<file path="src/hw/aair_pkg.sv">
// constants, field layouts and types of the ability and identifier register block
// Functional notes
// - identifier bits 15:10 return the low six maker code bits, fixed, writes ignored
// - identifier bits 9:4 return the six-bit model number, msb at bit 9
// - identifier bits 3:0 return the revision, msb at bit 3, bumped per major change
// - advertisement register contents are sent to the partner as local abilities
// - advertisement bit 15 is read-write next page request, reset 0
// - advertisement bits 14 and 12 read 0, writes to them have no effect
// - advertisement bit 13 is read-write local remote fault flag, reset 0
// - advertisement bits 11 and 10 are read-write asymmetric and symmetric pause, reset 0
// - resolved pause outcome goes to the O_PAUSE_RESOLVED output, not the advertisement
// - advertisement bit 9, four-pair capability, is read-only zero
// - advertisement bits 8 and 7 are read-write, read 0 in reset, then loaded from straps caught once settled after reset
// - advertisement bits 6 and 5 are read-write ten megabit ability flags
// - advertisement bits 4:0 are a read-write selector resetting to 00001
// - partner register loads received base page, replaced by next page after success
// - partner bit 15 shows partner next page request, read-only, reset 0
// - partner bit 14 follows the negotiation engine acknowledge from incoming bursts
// - partner bit 13 shows partner remote fault; bit 12 reads 0 until a next page replaces the base page
// - partner bits 11, 10, 9 show asymmetric pause, pause, four-pair, reset 0
// - partner bits 8 to 5 show speed abilities, bits 4:0 its selector
// - registers are read through a management read transaction
package aair_pkg;
	localparam logic [4:0] REG_ID_LOW = 5'h03;
	localparam logic [4:0] REG_ADVERT = 5'h04;
	localparam logic [4:0] REG_PARTNER = 5'h05;
	localparam logic [1:0] OP_READ = 2'h2;
	localparam logic [1:0] OP_WRITE = 2'h1;
	localparam logic [4:0] HDR_LAST = 5'h0b;
	localparam logic [4:0] TURN_LAST = 5'h01;
	localparam logic [4:0] DATA_LAST = 5'h0f;
	localparam logic [15:0] ADV_RESET = 16'h0061;
	localparam logic [15:0] ADV_WR_MASK = 16'hadff;
	localparam logic [15:0] LP_BASE_MASK = 16'hafff;
	localparam int ADV_FAST_FD_BIT = 8;
	localparam int ADV_FAST_HD_BIT = 7;
	localparam int LP_ACK_BIT = 14;
	localparam int ASYM_BIT = 11;
	localparam int SYM_BIT = 10;
	localparam logic [2:0] STRAP_SETTLE_CYCLES = 3'h4;
	localparam logic [1:0] PAUSE_NONE = 2'h0;

	typedef enum logic [2:0] {
		AAIR_IDLE = 3'b000,
		AAIR_START = 3'b001,
		AAIR_HEADER = 3'b010,
		AAIR_TURN = 3'b011,
		AAIR_DATA = 3'b100
	} aair_state_t;

	typedef struct packed {
		logic f1;
		logic f2;
		logic f3;
		logic lvl;
	} aair_sync_t;

	typedef struct packed {
		aair_state_t state;
		logic mdc_prev;
		logic [4:0] cnt;
		logic [15:0] sh;
		logic [11:0] hdr;
		logic is_read;
		logic addr_hit;
		logic [4:0] reg_addr;
		logic mdio_out;
		logic mdio_oe;
		logic [15:0] adv;
		logic [15:0] lp;
		logic [15:0] np_hold;
		logic np_pend;
		logic cmpl_prev;
		logic [1:0] pause_res;
		logic [2:0] init_cnt;
		logic init_done;
		logic [4:0] phy_addr;
	} aair_state_reg_t;
endpackage

</file>
<file path="src/hw/aair_pin_sync.sv">
// three-stage pin synchroniser with agreement filter
`timescale 1ns/1ps
module aair_pin_sync #(
	parameter int WIDTH = 1,
	parameter logic [WIDTH-1:0] RESET_VAL = '0
) (
	input wire logic i_clk,
	input wire logic i_nrst,
	input wire logic [WIDTH-1:0] i_pins,
	output logic [WIDTH-1:0] o_level
);
	genvar g;
	generate
		for (g = 0; g < WIDTH; g++)
		begin : g_bit
			aair_pkg::aair_sync_t s_reg;
			aair_pkg::aair_sync_t s_next;
			always_comb
			begin
				s_next.f1 = i_pins[g];
				s_next.f2 = s_reg.f1;
				s_next.f3 = s_reg.f2;
				// first stage never feeds the filter; only stages two and three are compared
				s_next.lvl = (s_reg.f2 == s_reg.f3) ? s_reg.f3 : s_reg.lvl;
			end
			always_ff @(posedge i_clk or negedge i_nrst)
			begin
				if (!i_nrst)
					s_reg <= {4{RESET_VAL[g]}};
				else
					s_reg <= s_next;
			end
			assign o_level[g] = s_reg.lvl;
		end
	endgenerate
endmodule // aair_pin_sync

</file>
<file path="src/hw/aair_regs.sv">
// management serial slave with identifier, advertisement and partner ability registers
`timescale 1ns/1ps
module aair_regs #(
	parameter logic [5:0] MAKER_CODE_LOW = 6'h2a, // arbitrary value
	parameter logic [5:0] MODEL_NUMBER = 6'h1c, // arbitrary value
	parameter logic [3:0] REVISION = 4'h3 // arbitrary value
) (
	input wire logic I_MCLK,
	input wire logic I_NRST,
	input wire logic I_MDC,
	input wire logic I_MDIO,
	output logic O_MDIO_OUT,
	output logic O_MDIO_OE,
	input wire logic [4:0] I_STRAP_PHY_ADDR,
	input wire logic I_STRAP_FAST_FD,
	input wire logic I_STRAP_FAST_HD,
	input wire logic I_AN_PAGE_STROBE,
	input wire logic I_AN_PAGE_IS_BASE,
	input wire logic [15:0] I_AN_PAGE,
	input wire logic I_AN_PARTNER_ACK,
	input wire logic I_AN_COMPLETE,
	output logic [15:0] O_ADVERT_WORD,
	output logic [1:0] O_PAUSE_RESOLVED
);
	localparam logic [15:0] ID_WORD = {MAKER_CODE_LOW, MODEL_NUMBER, REVISION};

	logic [8:0] pins_lvl;
	logic mdc_s;
	logic mdio_s;
	logic [4:0] phy_s;
	logic fd_s;
	logic hd_s;
	aair_pkg::aair_state_reg_t st_reg;
	aair_pkg::aair_state_reg_t st_next;
	logic mdc_rise;
	logic [11:0] hdr_full;
	logic [15:0] wdata;
	logic wr_commit;
	logic rd_load;
	logic base_load;
	logic np_replace;

	aair_pin_sync #(
		.WIDTH(9),
		.RESET_VAL(9'h080)
	) u_sync (
		.i_clk(I_MCLK),
		.i_nrst(I_NRST),
		.i_pins({I_MDC, I_MDIO, I_STRAP_PHY_ADDR, I_STRAP_FAST_FD, I_STRAP_FAST_HD}),
		.o_level(pins_lvl)
	);
	assign mdc_s = pins_lvl[8];
	assign mdio_s = pins_lvl[7];
	assign phy_s = pins_lvl[6:2];
	assign fd_s = pins_lvl[1];
	assign hd_s = pins_lvl[0];

	function automatic logic [15:0] read_word(input logic [4:0] addr, input logic [15:0] adv,
		input logic [15:0] lp);
		logic [15:0] w;
		w = 16'h0000;
		if (addr == aair_pkg::REG_ID_LOW)
			w = ID_WORD;
		else if (addr == aair_pkg::REG_ADVERT)
			w = adv;
		else if (addr == aair_pkg::REG_PARTNER)
			w = lp;
		return w;
	endfunction

	// local is advertised pair, remote is partner pair; bit 1 transmit pause, bit 0 receive pause
	function automatic logic [1:0] resolve_pause(input logic l_sym, input logic l_asym,
		input logic p_sym, input logic p_asym);
		logic [1:0] r;
		r = aair_pkg::PAUSE_NONE;
		if (l_sym && p_sym)
			r = 2'h3;
		else if (!l_sym && l_asym && p_sym && p_asym)
			r = 2'h2;
		else if (l_sym && l_asym && !p_sym && p_asym)
			r = 2'h1;
		return r;
	endfunction

	assign mdc_rise = mdc_s && !st_reg.mdc_prev;
	assign hdr_full = {st_reg.hdr[10:0], mdio_s};
	assign wdata = {st_reg.sh[14:0], mdio_s};
	assign wr_commit = mdc_rise && (st_reg.state == aair_pkg::AAIR_DATA) && !st_reg.is_read
		&& st_reg.addr_hit && (st_reg.cnt == aair_pkg::DATA_LAST);
	assign rd_load = mdc_rise && (st_reg.state == aair_pkg::AAIR_TURN) && st_reg.is_read
		&& st_reg.addr_hit && (st_reg.cnt == 5'h00);
	assign base_load = I_AN_PAGE_STROBE && I_AN_PAGE_IS_BASE;
	assign np_replace = I_AN_COMPLETE && !st_reg.cmpl_prev && st_reg.np_pend;

	always_comb
	begin
		st_next = st_reg;
		st_next.mdc_prev = mdc_s;
		st_next.cmpl_prev = I_AN_COMPLETE;
		// straps settle through the synchroniser before they are caught
		if (!st_reg.init_done)
		begin
			st_next.init_cnt = st_reg.init_cnt + 3'h1;
			if (st_reg.init_cnt == aair_pkg::STRAP_SETTLE_CYCLES)
			begin
				st_next.init_done = 1'b1;
				st_next.phy_addr = phy_s;
				st_next.adv[aair_pkg::ADV_FAST_FD_BIT] = fd_s;
				st_next.adv[aair_pkg::ADV_FAST_HD_BIT] = hd_s;
			end
		end
		else if (mdc_rise)
		begin
			case (st_reg.state)
				aair_pkg::AAIR_IDLE:
				begin
					// preamble length is not enforced, so suppressed preambles also work
					if (!mdio_s)
						st_next.state = aair_pkg::AAIR_START;
				end
				aair_pkg::AAIR_START:
				begin
					st_next.cnt = 5'h00;
					st_next.state = mdio_s ? aair_pkg::AAIR_HEADER : aair_pkg::AAIR_IDLE;
				end
				aair_pkg::AAIR_HEADER:
				begin
					st_next.hdr = hdr_full;
					st_next.cnt = st_reg.cnt + 5'h01;
					if (st_reg.cnt == aair_pkg::HDR_LAST)
					begin
						st_next.cnt = 5'h00;
						st_next.is_read = (hdr_full[11:10] == aair_pkg::OP_READ);
						st_next.addr_hit = (hdr_full[9:5] == st_reg.phy_addr);
						st_next.reg_addr = hdr_full[4:0];
						if ((hdr_full[11:10] == aair_pkg::OP_READ) || (hdr_full[11:10] == aair_pkg::OP_WRITE))
							st_next.state = aair_pkg::AAIR_TURN;
						else
							st_next.state = aair_pkg::AAIR_IDLE;
					end
				end
				aair_pkg::AAIR_TURN:
				begin
					st_next.cnt = st_reg.cnt + 5'h01;
					if (rd_load)
					begin
						st_next.mdio_oe = 1'b1;
						st_next.mdio_out = 1'b0;
						st_next.sh = read_word(st_reg.reg_addr, st_reg.adv, st_reg.lp);
					end
					if (st_reg.cnt == aair_pkg::TURN_LAST)
					begin
						st_next.cnt = 5'h00;
						st_next.state = aair_pkg::AAIR_DATA;
						st_next.mdio_out = st_reg.sh[15];
					end
				end
				aair_pkg::AAIR_DATA:
				begin
					st_next.cnt = st_reg.cnt + 5'h01;
					if (st_reg.is_read)
					begin
						st_next.sh = {st_reg.sh[14:0], 1'b0};
						st_next.mdio_out = st_reg.sh[14];
					end
					else
						st_next.sh = wdata;
					if (st_reg.cnt == aair_pkg::DATA_LAST)
					begin
						st_next.state = aair_pkg::AAIR_IDLE;
						st_next.mdio_oe = 1'b0;
						st_next.mdio_out = 1'b0;
						// only the writable advertisement bits take the word; all else is dropped
						if (wr_commit && (st_reg.reg_addr == aair_pkg::REG_ADVERT))
							st_next.adv = wdata & aair_pkg::ADV_WR_MASK;
					end
				end
				default:
				begin
					st_next.state = aair_pkg::AAIR_IDLE;
					st_next.mdio_oe = 1'b0;
				end
			endcase
		end
		// partner word: base page masked, next page held until success
		if (base_load)
			st_next.lp = I_AN_PAGE & aair_pkg::LP_BASE_MASK;
		else if (I_AN_PAGE_STROBE)
		begin
			st_next.np_hold = I_AN_PAGE;
			st_next.np_pend = 1'b1;
		end
		if (np_replace)
		begin
			st_next.lp = st_reg.np_hold;
			// a next page landing with completion stays pending, so the set wins
			st_next.np_pend = I_AN_PAGE_STROBE && !I_AN_PAGE_IS_BASE;
		end
		st_next.lp[aair_pkg::LP_ACK_BIT] = I_AN_PARTNER_ACK;
		// resolution is only meaningful once negotiation has finished
		if (I_AN_COMPLETE)
			st_next.pause_res = resolve_pause(st_reg.adv[aair_pkg::SYM_BIT], st_reg.adv[aair_pkg::ASYM_BIT],
				st_reg.lp[aair_pkg::SYM_BIT], st_reg.lp[aair_pkg::ASYM_BIT]);
		else
			st_next.pause_res = aair_pkg::PAUSE_NONE;
	end

	always_ff @(posedge I_MCLK or negedge I_NRST)
	begin
		if (!I_NRST)
		begin
			st_reg <= '0;
			st_reg.state <= aair_pkg::AAIR_IDLE;
			st_reg.adv <= aair_pkg::ADV_RESET;
		end
		else
			st_reg <= st_next;
	end

	assign O_MDIO_OUT = st_reg.mdio_out;
	assign O_MDIO_OE = st_reg.mdio_oe;
	assign O_ADVERT_WORD = st_reg.adv;
	assign O_PAUSE_RESOLVED = st_reg.pause_res;
endmodule // aair_regs

</file>
<file path="config.mk">
export PLATFORM = sky130hd
export DESIGN_NAME = aair_regs
export DESIGN_NICKNAME = d
export VERILOG_FILES = /design/src/hw/aair_pkg.sv /design/src/hw/aair_pin_sync.sv /design/src/hw/aair_regs.sv
export SDC_FILE = /design/constraint.sdc
export NUM_CORES = 1
export LEC_CHECK = 0
export ABC_CLOCK_PERIOD_IN_PS = 2700
export BUFFER_PORTS_ARGS = -buffer_cell sky130_fd_sc_hd__buf_2
export CORE_MARGIN = 2
export CORE_UTILIZATION = 59
export DETAILED_ROUTE_END_ITERATION = 12
export GPL_ROUTABILITY_DRIVEN = 1
export PLACE_DENSITY = 0.83
export SLEW_MARGIN = 20
export SYNTH_ARGS = -nofsm -noshare
export SYNTH_HDL_FRONTEND = slang
export SYNTH_SLANG_ARGS = --single-unit
</file>
<file path="constraint.sdc">
create_clock -name I_MCLK -period 2.7 [get_ports I_MCLK]
set_input_delay 0.135 -clock I_MCLK [delete_from_list [all_inputs] [get_ports I_MCLK]]
set_output_delay 0.135 -clock I_MCLK [all_outputs]
set_load 0.1 [all_outputs]
</file>
* Word level (Yosys, flattened, before mapping) *
Cells that the tools add are included.

storage, ports and cells
  memory bits (read-only) = 0
  register bits = 140
  input bits = 31
  RAM bits = 0
  latch bits = 0
  memories kept = 0
  logic and storage cells = 183
  output and inout port bits = 20

operators by class
  multiply operators = 0
  reductions and logical operators = 48
  bitwise operators = 3
  divide/modulo/power cells = 0
  $add $sub $neg = 2
  equality and inequality tests = 35
  shift-type cells = 0
  order comparisons = 0
  muxes and demuxes = 38

operators by type and width
  operator            count
  $mux 16             7
  $pmux 16 s2         1
  $logic_and 1x1->1   21
  $pmux 5 s4          1
  $reduce_and 5->1    4
  $mux 18             1
  $mux 9              2
  $mux 2              8
  $pmux 3 s5          1
  $ne 2x1->1 const B  7
  $mux 3              4
  $mux 6              2
  $eq 5x3->1 const B  2
  $eq 5x4->1 const B  2
  $mux 5              2
  $eq 1x1->1          9
  $reduce_and 4->1    2
  $reduce_bool 2->1   4
  $mux 1              7
  $eq 3x2->1 const B  2
  $eq 3x3->1 const B  2
  $logic_not 1->1     6
  $ne 2x2->1 const B  3
  $ne 3x2->1 const B  2
  other kinds (19)    24

* Depth between registers and ports, before layout *
Gate-level depths: netlist (run 1).

  word-level depth = 12
  depth in mapped cells = 9
  depth with buffers taken out = 7

* Modules after synthesis *
From an unflattened synthesis (run 1), not the netlist that was laid out.

unflattened totals
  cell total of the unflattened synthesis = 467
  area, all modules = 6,008.3 um^2

by module, submodules not included
  module         instances  cells each  area each (um^2)  sequential area each (um^2)
  aair_regs      1          413         4,933.5           2,556.2
  aair_pin_sync  1          54          1,074.8           905.9

* Worst setup path after synthesis (run 1) *
Ideal clock, no wire load.

  path kind = register to register
  start point = register st_reg[98] (netlist bit)
  end point = register st_reg, in the netlist O_ADVERT_WORD[10]
  data required time = 2.575 ns
  arrival time = 2.286 ns
  path buffers = 2
  library setup time = 0.125 ns
  cell stages (with the launch flop) = 9
  slack = 0.289 ns
  clock period less this slack = 2.411 ns
  cell sequence = dfrtp_1 ha_1 and3_1 ha_1 or4bb_1 or4_4 buf_6 buf_12 mux2_4

on the way
  word-level cells in the longest chain between the ends = 4

ends and longest elaborated chain
  item                                 line                               text
  start: declaration                   aair_regs.sv:33                    aair_pkg::aair_state_reg_t st_reg;
  start signal: assignment             aair_regs.sv:217                   st_reg <= st_next;
  $eq 5x4->1 *                         aair_regs.sv:89, aair_regs.sv:168
  $logic_and 1x1->1                    aair_regs.sv:89                    && st_reg.addr_hit && (st_reg.cnt == aair_pkg::DATA_LAST);
  $logic_and 1x1->1                    aair_regs.sv:174                   if (wr_commit && (st_reg.reg_addr == aair_pkg::REG_ADVERT))
  $reduce_and 5->1 (no source line) *  --

Every way passes the cells marked *; elsewhere a longest branch is shown, timed or not.
A chain may end at the register's enable or synchronous reset.

* Final worst setup path (run 1) *
  start point = register st_reg[98] (netlist bit)
  end point = register st_reg, in the netlist O_ADVERT_WORD[13]

Same word-level chain as after synthesis.

==> impl_metrics.json, run 1 <==
{
  "status": "finished, final reports clean",
  "min_path_type": "in -> async",
  "placed_cells": 614,
  "slew_headroom_pct": 44.5,
  "cellPowerDensity_nw_per_um2": 768,
  "finalPower_w": 0.00536,
  "routedLengthMet1_um": 5090,
  "period_minus_slack_ns": 2.53,
  "drv_slew": 0,
  "track_usage_pct": 23.5,
  "synth_common_cells": "131 x dfrtp_1, 54 x mux2_2, 34 x mux2i_1, 29 x nor2_1, 23 x nand2_1",
  "crit_arrival_ns": 2.94,
  "die_h_um": 104,
  "p_leak_nw": 3.19,
  "mappedNetlistArea_um2": 5920,
  "dieArea_um2": 10900,
  "wl_per_cell_um": 17.4,
  "io_pins": 51,
  "vias_per_cell": 5.58,
  "cts_tree": "built",
  "vias": 3756,
  "max_cap_viol_count": 0,
  "synth_top_area_cell": "dfrtp_1",
  "initial_utilization_pct": 60.6,
  "fin_nets": 565,
  "dr.max_layer_used": "met4",
  "largest_reg_flops": 74,
  "ys_warn_count": 0,
  "gp_congestion": 0.793,
  "root_buffer": "clkbuf_8",
  "worst_pin_slew_ns": 0.830,
  "gr-total-overflow": 0,
  "wl_met3_um": 457,
  "max_freq_mhz": 395,
  "rsz0062_at_grt": "no",
  "dp_hpwl_um": 6880,
  "netlist.area_leader.share_pct": 55.4,
  "synthTopCellsByArea": "dfrtp_1 55%, mux2_2 10%, mux2i_1 5.7%",
  "layout_setup_ws_ns": 0.168,
  "grt_pass1_wl_um": 19700,
  "synth_edf_count": 0,
  "drt_iter0_drc": 268,
  "clk_latency_ns": 0.53,
  "antenna_found_initial": 0,
  "syn2layout_area_growth_pct": 17.9,
  "critPathCaptureType": "flip-flop",
  "async_flop_share_pct": 100,
  "preCtsSetupSlack_ns": 0.191,
  "cts.sinks": 138,
  "firstDrtPassIters": 7,
  "critPathKind": "reg -> reg",
  "cts.path.max_buffers": 2,
  "ant_nets": 0,
  "clk_pin_slew_ns": 0.06,
  "synthFlopType": "dfrtp_1",
  "worst-path-max-fanout": 16,
  "fin_crit_sh_pct": 93.8,
  "first_global_vias": 4038,
  "dieWidth_um": 104,
  "wl_um": 11700,
  "yosysMostFrequentCell": "dfrtp_1",
  "syn-instance-count": 466,
  "ys_seq_area_share_pct": 58.5,
  "drive_gt1_share_pct": 28.3,
  "synth_cell_types": 50,
  "drc": 0,
  "worstPathRequired_ns": 3.11,
  "avgSynthCellArea_um2": 12.7,
  "cp-start-kind": "flip-flop",
  "ir_drop_uv": 552,
  "finClkSkew_ns": 0.00637,
  "grt_start_max_net_pins": 84,
  "rows": 36,
  "io_buffers": 46,
  "fin_setup_tns_ns": 0,
  "htreeDepth": 4,
  "diodes": 0,
  "synth-seq-cells": 138,
  "setup_viol": 0,
  "ff2ff_path_depth": 6,
  "stdcell_count": 673,
  "hold_violations": 0,
  "core_um2": 9770,
  "cts_buffers": 17,
  "wl_met2_um": 5940
}
-- layout by cell type (no fill, tap or decap), drive strengths merged, types with 13 or more instances in the layout --
| master | count |
|---|---|
| a21oi | 19 |
| buf | 54 |
| clkbuf | 22 |
| dfrtp | 131 |
| dlygate4sd3 | 27 |
| inv | 18 |
| mux2 | 58 |
| mux2i | 34 |
| nand2 | 23 |
| nor2 | 29 |
| o21ai | 13 |
-- per-stage QoR --
| step | instance area [um2] | utilization (%) | hold slack, ns |
|---|---|---|---|
| 3_3_place_gp | 6140 | 62.9 | 0.229 |
| 3_5_place_dp | 6140 | 62.9 | 0.231 |
| 2_1_floorplan | 5930 | - | -0.161 |
| 5_1_grt | 6980 | 71.5 | 0.232 |
| 6_report | 6980 | 71.5 | 0.221 |
| 4_1_cts | 6980 | 71.5 | 0.230 |
-- worst paths after layout --
check	start	endpoint	slack (ns)
worst min-delay path	I_NRST	u_sync.g_bit[6].s_next[2]	0.22
max in group asynchronous	I_NRST	O_ADVERT_WORD[6]	1.66
min in group I_MCLK	I_AN_PARTNER_ACK	st_reg[43]	0.25
worst max register to register	st_reg[98]	O_ADVERT_WORD[13]	0.17
worst max-delay path	st_reg[98]	O_ADVERT_WORD[13]	0.17
worst min register to register	u_sync.g_bit[6].s_next[2]	u_sync.g_bit[6].s_next[1]	0.34
-- logic make-up (layout without fill, tap and decap cells) --
group | after synthesis | count (layout) | share of synthesized area [%]
buffers and inverters | 58 | 130 | 5.49
AOI/OAI and AO/OA | 62 | 62 | 6.53
muxes | 92 | 92 | 17.0
other | 1 | 3 | 0.0633
and+or+nand+nor | 91 | 91 | 8.24
adders and majority gates | 16 | 16 | 3.00
DFF | 138 | 138 | 58.5
xor gates and xnor gates | 8 | 8 | 1.18
-- worst max-delay path, stage by stage (launching register included) --
cell and delay, ns:
dfrtp_1 0.43, ha_1 0.24, and3_1 0.18, ha_1 0.22
or4bb_1 0.40, or4_4 0.58, mux2_4 0.36
-- final cells by class --
cell class	count	area (um2)
well taps	133	166
clock buffers	22	453
clock inverters	10	118
flip-flops and latches	138	3460
multi-input cells	272	2140
fillers	648	2790
repair buffers	81	579
inverters	17	63.8
-- power breakdown --
part           switching [W]  internal [W]
clock               0.000862       0.00137
combinational       0.000330      0.000306
sequential          0.000214       0.00229
total                0.00141       0.00396
-- metal layers --
metal,up-vias,track usage [%]
met2,107,39.1
met1,1892,29.7
met3,22,5.89
li1,1735,-
met5,-,0
met4,0,9.65
-- repair_timing --
item                                   in CTS  in global routing
setup buffers                               0                  0
gates resized for setup                     0                  0
hold buffers                               27                  0
endpoints found under the hold margin     119                  0
Power figures use the tool's default switching activity.
==> run 2, diff against run 1 <==
--- a/config.mk
+++ b/config.mk
@@ -5,13 +5,14 @@
 export SDC_FILE = /design/constraint.sdc
 export NUM_CORES = 1
 export LEC_CHECK = 0
-export ABC_CLOCK_PERIOD_IN_PS = 2700
+export ABC_CLOCK_PERIOD_IN_PS = 3000
 export BUFFER_PORTS_ARGS = -buffer_cell sky130_fd_sc_hd__buf_2
 export CORE_MARGIN = 2
-export CORE_UTILIZATION = 59
+export CORE_UTILIZATION = 65
+export CTS_BUF_LIST = sky130_fd_sc_hd__clkbuf_2 sky130_fd_sc_hd__clkbuf_4 sky130_fd_sc_hd__clkbuf_8
 export DETAILED_ROUTE_END_ITERATION = 12
 export GPL_ROUTABILITY_DRIVEN = 1
-export PLACE_DENSITY = 0.83
+export PLACE_DENSITY = 0.9
 export SLEW_MARGIN = 20
 export SYNTH_ARGS = -nofsm -noshare
 export SYNTH_HDL_FRONTEND = slang
==> constraint.sdc (replaced) <==
create_clock -name I_MCLK -period 3 [get_ports I_MCLK]
set_input_delay 0.15 -clock I_MCLK [delete_from_list [all_inputs] [get_ports I_MCLK]]
set_output_delay 0.15 -clock I_MCLK [all_outputs]
set_load 0.1 [all_outputs]
==> impl_metrics.json, run 2 (synthesis gave the netlist of run 1 again) <==
{
  "crit_start": "st_reg[98]",
  "grt_pass1_wl_um": 19300,
  "clk_latency_ns": 0.45,
  "vias_per_cell": 5.91,
  "diodes": 0,
  "wl_um": 11600,
  "rsz0062_at_grt": "no",
  "drive_gt1_share_pct": 28.8,
  "cts_tree": "built",
  "dp_hpwl_um": 6810,
  "antenna_found_initial": 0,
  "critPathCaptureType": "flip-flop",
  "grt_start_max_net_pins": 131,
  "cts.sinks": 138,
  "slew_headroom_pct": 35.4,
  "hold_violations": 0,
  "cellPowerDensity_nw_per_um2": 641,
  "worstPathRequired_ns": 3.32,
  "r2r-end": "O_ADVERT_WORD[13]",
  "io_pins": 51,
  "fin_setup_tns_ns": 0,
  "fin_crit_sh_pct": 85.4,
  "track_usage_pct": 25.2,
  "initial_utilization_pct": 67.6,
  "drc": 0,
  "period_minus_slack_ns": 2.56,
  "r2r_slack_ns": 0.44,
  "drt_iter0_drc": 314,
  "cts.path.max_buffers": 2,
  "gr-total-overflow": 0,
  "cp-start-kind": "flip-flop",
  "cts_buffers": 17,
  "vias": 3827,
  "firstDrtPassIters": 5,
  "layout_common_cells": "131 x dfrtp_1, 54 x mux2_2, 45 x buf_2",
  "worst_pin_slew_ns": 0.970,
  "crit_end": "O_ADVERT_WORD[13]",
  "core_um2": 8760,
  "place_area_um2": 6080,
  "min_path_type": "in -> reg",
  "io_buffers": 46,
  "ir_drop_uv": 464,
  "ant_nets": 0,
  "postCtsSetupBuffers": 0,
  "rows": 34,
  "clk_pin_slew_ns": 0.09,
  "htreeDepth": 4,
  "dieArea_um2": 9890,
  "fin_nets": 564,
  "rr_startpoint": "st_reg[98]",
  "first_global_vias": 3983,
  "finClkSkew_ns": 0.0201,
  "status": "finished, final reports clean",
  "critPathKind": "reg -> reg",
  "gp_congestion": 0.824,
  "ff2ff_path_depth": 6,
  "root_buffer": "clkbuf_8",
  "die_h_um": 99.5,
  "crit_arrival_ns": 2.88,
  "fin_area_um2": 6770,
  "dieWidth_um": 99.5,
  "max_cap_viol_count": 0,
  "p_leak_nw": 3.10,
  "syn2layout_area_growth_pct": 14.3,
  "largest_reg_flops": 74,
  "worst-path-max-fanout": 16,
  "wl_per_cell_um": 17.9,
  "drv_slew": 0,
  "max_freq_mhz": 390,
  "layout_commonest_cell": "dfrtp_1",
  "setup_viol": 0
}
## run 2: changes by cell type in the layout (fill, tap and decap cells not counted), moves of 3 or more
cell,change
clkbuf_16,-16
clkbuf_8,+16
inv_6,+5
clkbuf_1,-3
clkinv_2,-3
inv_8,+3
## run 2: report_power, final
group	switching, W	internal [W]
clock network	0.000807	0.000712
logic	0.000301	0.000273
registers	0.000194	0.00205
total	0.00130	0.00304
## run 2: stage by stage
step | util, % | total power, W | worst slack [ns] | instances | hold slack, ns
detailed placement | 69.4 | 0.00281 | 0.489 | 587 | 0.257
CTS | 77.0 | 0.00434 | 0.448 | 646 | 0.327
floorplan | - | 0.00264 | 0.589 | 468 | -0.146
global placement | 69.4 | 0.00275 | 0.573 | 587 | 0.255
finish | 77.2 | 0.00434 | 0.438 | 647 | 0.343
global route | 77.2 | 0.00453 | 0.338 | 647 | 0.337
## run 2: cell type report
| cell class | instances | area [um2] |
|---|---|---|
| multi-input combinational | 272 | 2140 |
| fill | 487 | 1990 |
| timing repair buffer | 80 | 569 |
| inverter | 17 | 63.8 |
| clock buffer | 18 | 248 |
| sequential | 138 | 3460 |
| tap | 108 | 135 |
| clock inverter | 14 | 149 |
## run 2: how the worst min path moves through the flow
stage	start	endpoint	slack, ns	depth (start not counted)
final	I_STRAP_PHY_ADDR[4]	u_sync.g_bit[6].s_next[2]	0.34	2
after detailed placement	I_MDIO	u_sync.g_bit[7].s_next[2]	0.26	1
after floorplan	I_NRST	O_ADVERT_WORD[10]	-0.15	0
after global placement	I_MDIO	u_sync.g_bit[7].s_next[2]	0.25	1
after CTS	I_STRAP_PHY_ADDR[3]	u_sync.g_bit[5].s_next[2]	0.33	2
after global routing	I_STRAP_PHY_ADDR[3]	u_sync.g_bit[5].s_next[2]	0.34	2
## run 2: repair_timing
item	4_1_cts	5_1_grt
hold buffers	27	0
hold endpoints to repair	150	0
resized for setup	0	0
## run 2: routing by layer
layer | vias to the layer above | GRT usage (%) | share of wire (%)
met5 | - | 0 | 0
li1 | 1730 | - | -
met2 | 146 | 40.2 | 50
met1 | 1921 | 32.7 | 42
met3 | 30 | 6.96 | 5.4
met4 | 0 | 11.0 | 3.2
## run 2: worst max-delay path, cell delays in order (launching register included)
cell and delay, ns:
dfrtp_1 0.44, ha_1 0.24, and3_1 0.17, ha_1 0.23, or4bb_1 0.43, or4_4 0.58
mux2_4 0.35
==> run 3, diff against run 2 <==
--- a/config.mk
+++ b/config.mk
@@ -5,8 +5,10 @@
 export SDC_FILE = /design/constraint.sdc
 export NUM_CORES = 1
 export LEC_CHECK = 0
+export ABC_AREA = 1
 export ABC_CLOCK_PERIOD_IN_PS = 3000
 export BUFFER_PORTS_ARGS = -buffer_cell sky130_fd_sc_hd__buf_2
+export CAP_MARGIN = 20
 export CORE_MARGIN = 2
 export CORE_UTILIZATION = 65
 export CTS_BUF_LIST = sky130_fd_sc_hd__clkbuf_2 sky130_fd_sc_hd__clkbuf_4 sky130_fd_sc_hd__clkbuf_8
==> impl_metrics.json, run 3 <==
{
  "status": "finished, final reports clean",
  "hold_violations": 0,
  "utilization_pct": 74.1,
  "io_buffers": 46,
  "postCtsSetupBuffers": 0,
  "drt_iter0_drc": 406,
  "postCtsHoldBufs": 20,
  "cts_buffers": 17,
  "min_to": "st_reg[15]",
  "dieArea_um2": 10100,
  "worst-path-max-fanout": 24,
  "crit_arrival_ns": 2.66,
  "rsz0062_at_grt": "no",
  "syn2layout_area_growth_pct": 12.1,
  "async_flop_share_pct": 100,
  "vias_per_cell": 5.76,
  "ant_nets": 0,
  "dieWidth_um": 100,
  "post_cts_resized": 0,
  "critPathKind": "reg -> reg",
  "r2r_slack_ns": 0.65,
  "grt_start_max_net_pins": 78,
  "root_buffer": "clkbuf_8",
  "layout_commonest_cell": "nand2_1",
  "placed_cells": 781,
  "cts.sinks": 138,
  "finClkSkew_ns": 0.0113,
  "hold_depth": 3,
  "wl_um": 13300,
  "drv_slew": 0,
  "worst_pin_slew_ns": 0.843,
  "track_usage_pct": 28.5,
  "max_cap_viol_count": 0,
  "r2r-end": "O_ADVERT_WORD[8]",
  "ff2ff_path_depth": 9,
  "holdWs_ns": 0.00785,
  "htreeDepth": 4,
  "mappedNetlistArea_um2": 6050,
  "synth_cell_types": 32,
  "synth_top_area_cell": "dfrtp_1",
  "synthFlopType": "dfrtp_1",
  "layout_common_cells": "169 x nand2_1, 131 x dfrtp_1, 72 x inv_1",
  "critPathCaptureType": "flip-flop",
  "ys_warn_count": 0,
  "cts.path.max_buffers": 2,
  "synthTopCellsByArea": "dfrtp_1 54%, nand2_1 10%, inv_1 4.5%",
  "synth_edf_count": 0,
  "clk_pin_slew_ns": 0.09,
  "ir_drop_uv": 425,
  "initial_utilization_pct": 66.1,
  "syn-instance-count": 657,
  "p_leak_nw": 3.25,
  "netlist.area_leader.share_pct": 54.2,
  "vias": 4797,
  "avgSynthCellArea_um2": 9.20,
  "first_global_vias": 4563,
  "largest_reg_flops": 74,
  "period_minus_slack_ns": 2.35,
  "slew_headroom_pct": 43.7,
  "io_pins": 51,
  "wl_per_cell_um": 16.0,
  "setup_viol": 0,
  "stdcell_count": 833,
  "gp_congestion": 0.894,
  "cp-start-kind": "flip-flop",
  "firstDrtPassIters": 8,
  "synth-seq-cells": 138,
  "ys_seq_area_share_pct": 57.3,
  "drive_gt1_share_pct": 15.8,
  "place_area_um2": 6210,
  "fin_area_um2": 6780,
  "yosysMostFrequentCell": "nand2_1",
  "antenna_found_initial": 0,
  "diodes": 0,
  "cellPowerDensity_nw_per_um2": 651,
  "dp_hpwl_um": 8400,
  "clk_latency_ns": 0.45,
  "die_h_um": 100,
  "synth_common_cells": "169 x nand2_1, 131 x dfrtp_1, 72 x inv_1, 44 x o21ai_0, 35 x nor2_1",
  "fin_setup_tns_ns": 0,
  "hold_start": "I_AN_PAGE[2]",
  "worstPathRequired_ns": 3.31,
  "fin_nets": 747,
  "cts_tree": "built",
  "min_path_type": "in -> reg",
  "max_freq_mhz": 426,
  "rr_startpoint": "st_reg[98]",
  "fin_crit_sh_pct": 78.3,
  "grt_pass1_wl_um": 22000,
  "gr-total-overflow": 0,
  "rows": 35,
  "drc": 0,
  "core_um2": 9150
}
run 3: cell types whose count changed in the layout (fill, tap and decap cells not counted), moves of 9 or more:
cell and delta:
inv_1 +55, nand3_1 +27, o21ai_0 +31, mux2_2 -54, a21oi_1 -9, nand4_1 +18
nand2_1 +146, o221ai_1 +12, o21ai_1 +27, mux2i_1 -34
run 3: critical path: stages (launching register included):
cell and delay (ns):
dfrtp_1 0.41, ha_1 0.21, nand2_1 0.09, nor2_1 0.12
ha_1 0.21, nand4_1 0.10, nor2_1 0.23, nand3_2 0.45
nand3_1 0.25, nand3_1 0.12
run 3: kinds of logic after synthesis:
group / Yosys count / share of synthesized area (%)
simple gates: 277 / 20.4
compound gates: 99 / 9.12
xor+xnor: 8 / 1.16
flops: 138 / 57.3
other cells: 1 / 0.0620
buf+inv: 118 / 9.02
fa+ha+maj: 16 / 2.94
run 3: layout make-up:
cell class | count | area [um2]
Sequential cell | 138 | 3460
Fill cell | 563 | 2370
Multi-Input combinational cell | 403 | 2050
Timing Repair Buffer | 70 | 467
Inverter | 79 | 297
Clock buffer | 18 | 248
Tap cell | 111 | 139
Clock inverter | 14 | 123
run 3: worst max path at each step:
stage / to / from
global route: O_ADVERT_WORD[8] / st_reg[98]
finish: O_ADVERT_WORD[8] / st_reg[98]
CTS: O_ADVERT_WORD[8] / st_reg[98]
detailed placement: O_ADVERT_WORD[7] / st_reg[98]
floorplan: O_ADVERT_WORD[7] / st_reg[98]
global placement: O_ADVERT_WORD[8] / st_reg[98]
run 3: stage by stage:
stage,worst slack (ns),power (W)
CTS,0.746,0.00440
finish,0.652,0.00441
global route,0.467,0.00461
global placement,0.946,0.00290
detailed placement,0.795,0.00296
floorplan,1.32,0.00276
run 3: power by group:
group | internal [W] | switching [W]
sequential | 0.00205 | 0.000135
clock | 0.000626 | 0.000801
combinational | 0.000241 | 0.000560
run 3: layer usage:
| metal | GRT usage [%] | part of all wire (%) | vias to the layer above | wire, um |
|---|---|---|---|---|
| li1 | - | - | 2216 | - |
| met1 | 38.4 | 40 | 2303 | 5340 |
| met2 | 47.2 | 50 | 243 | 6720 |
| met3 | 5.96 | 7.3 | 35 | 969 |
| met4 | 8.75 | 2.1 | 0 | 281 |
| met5 | 0 | 0 | - | 0 |
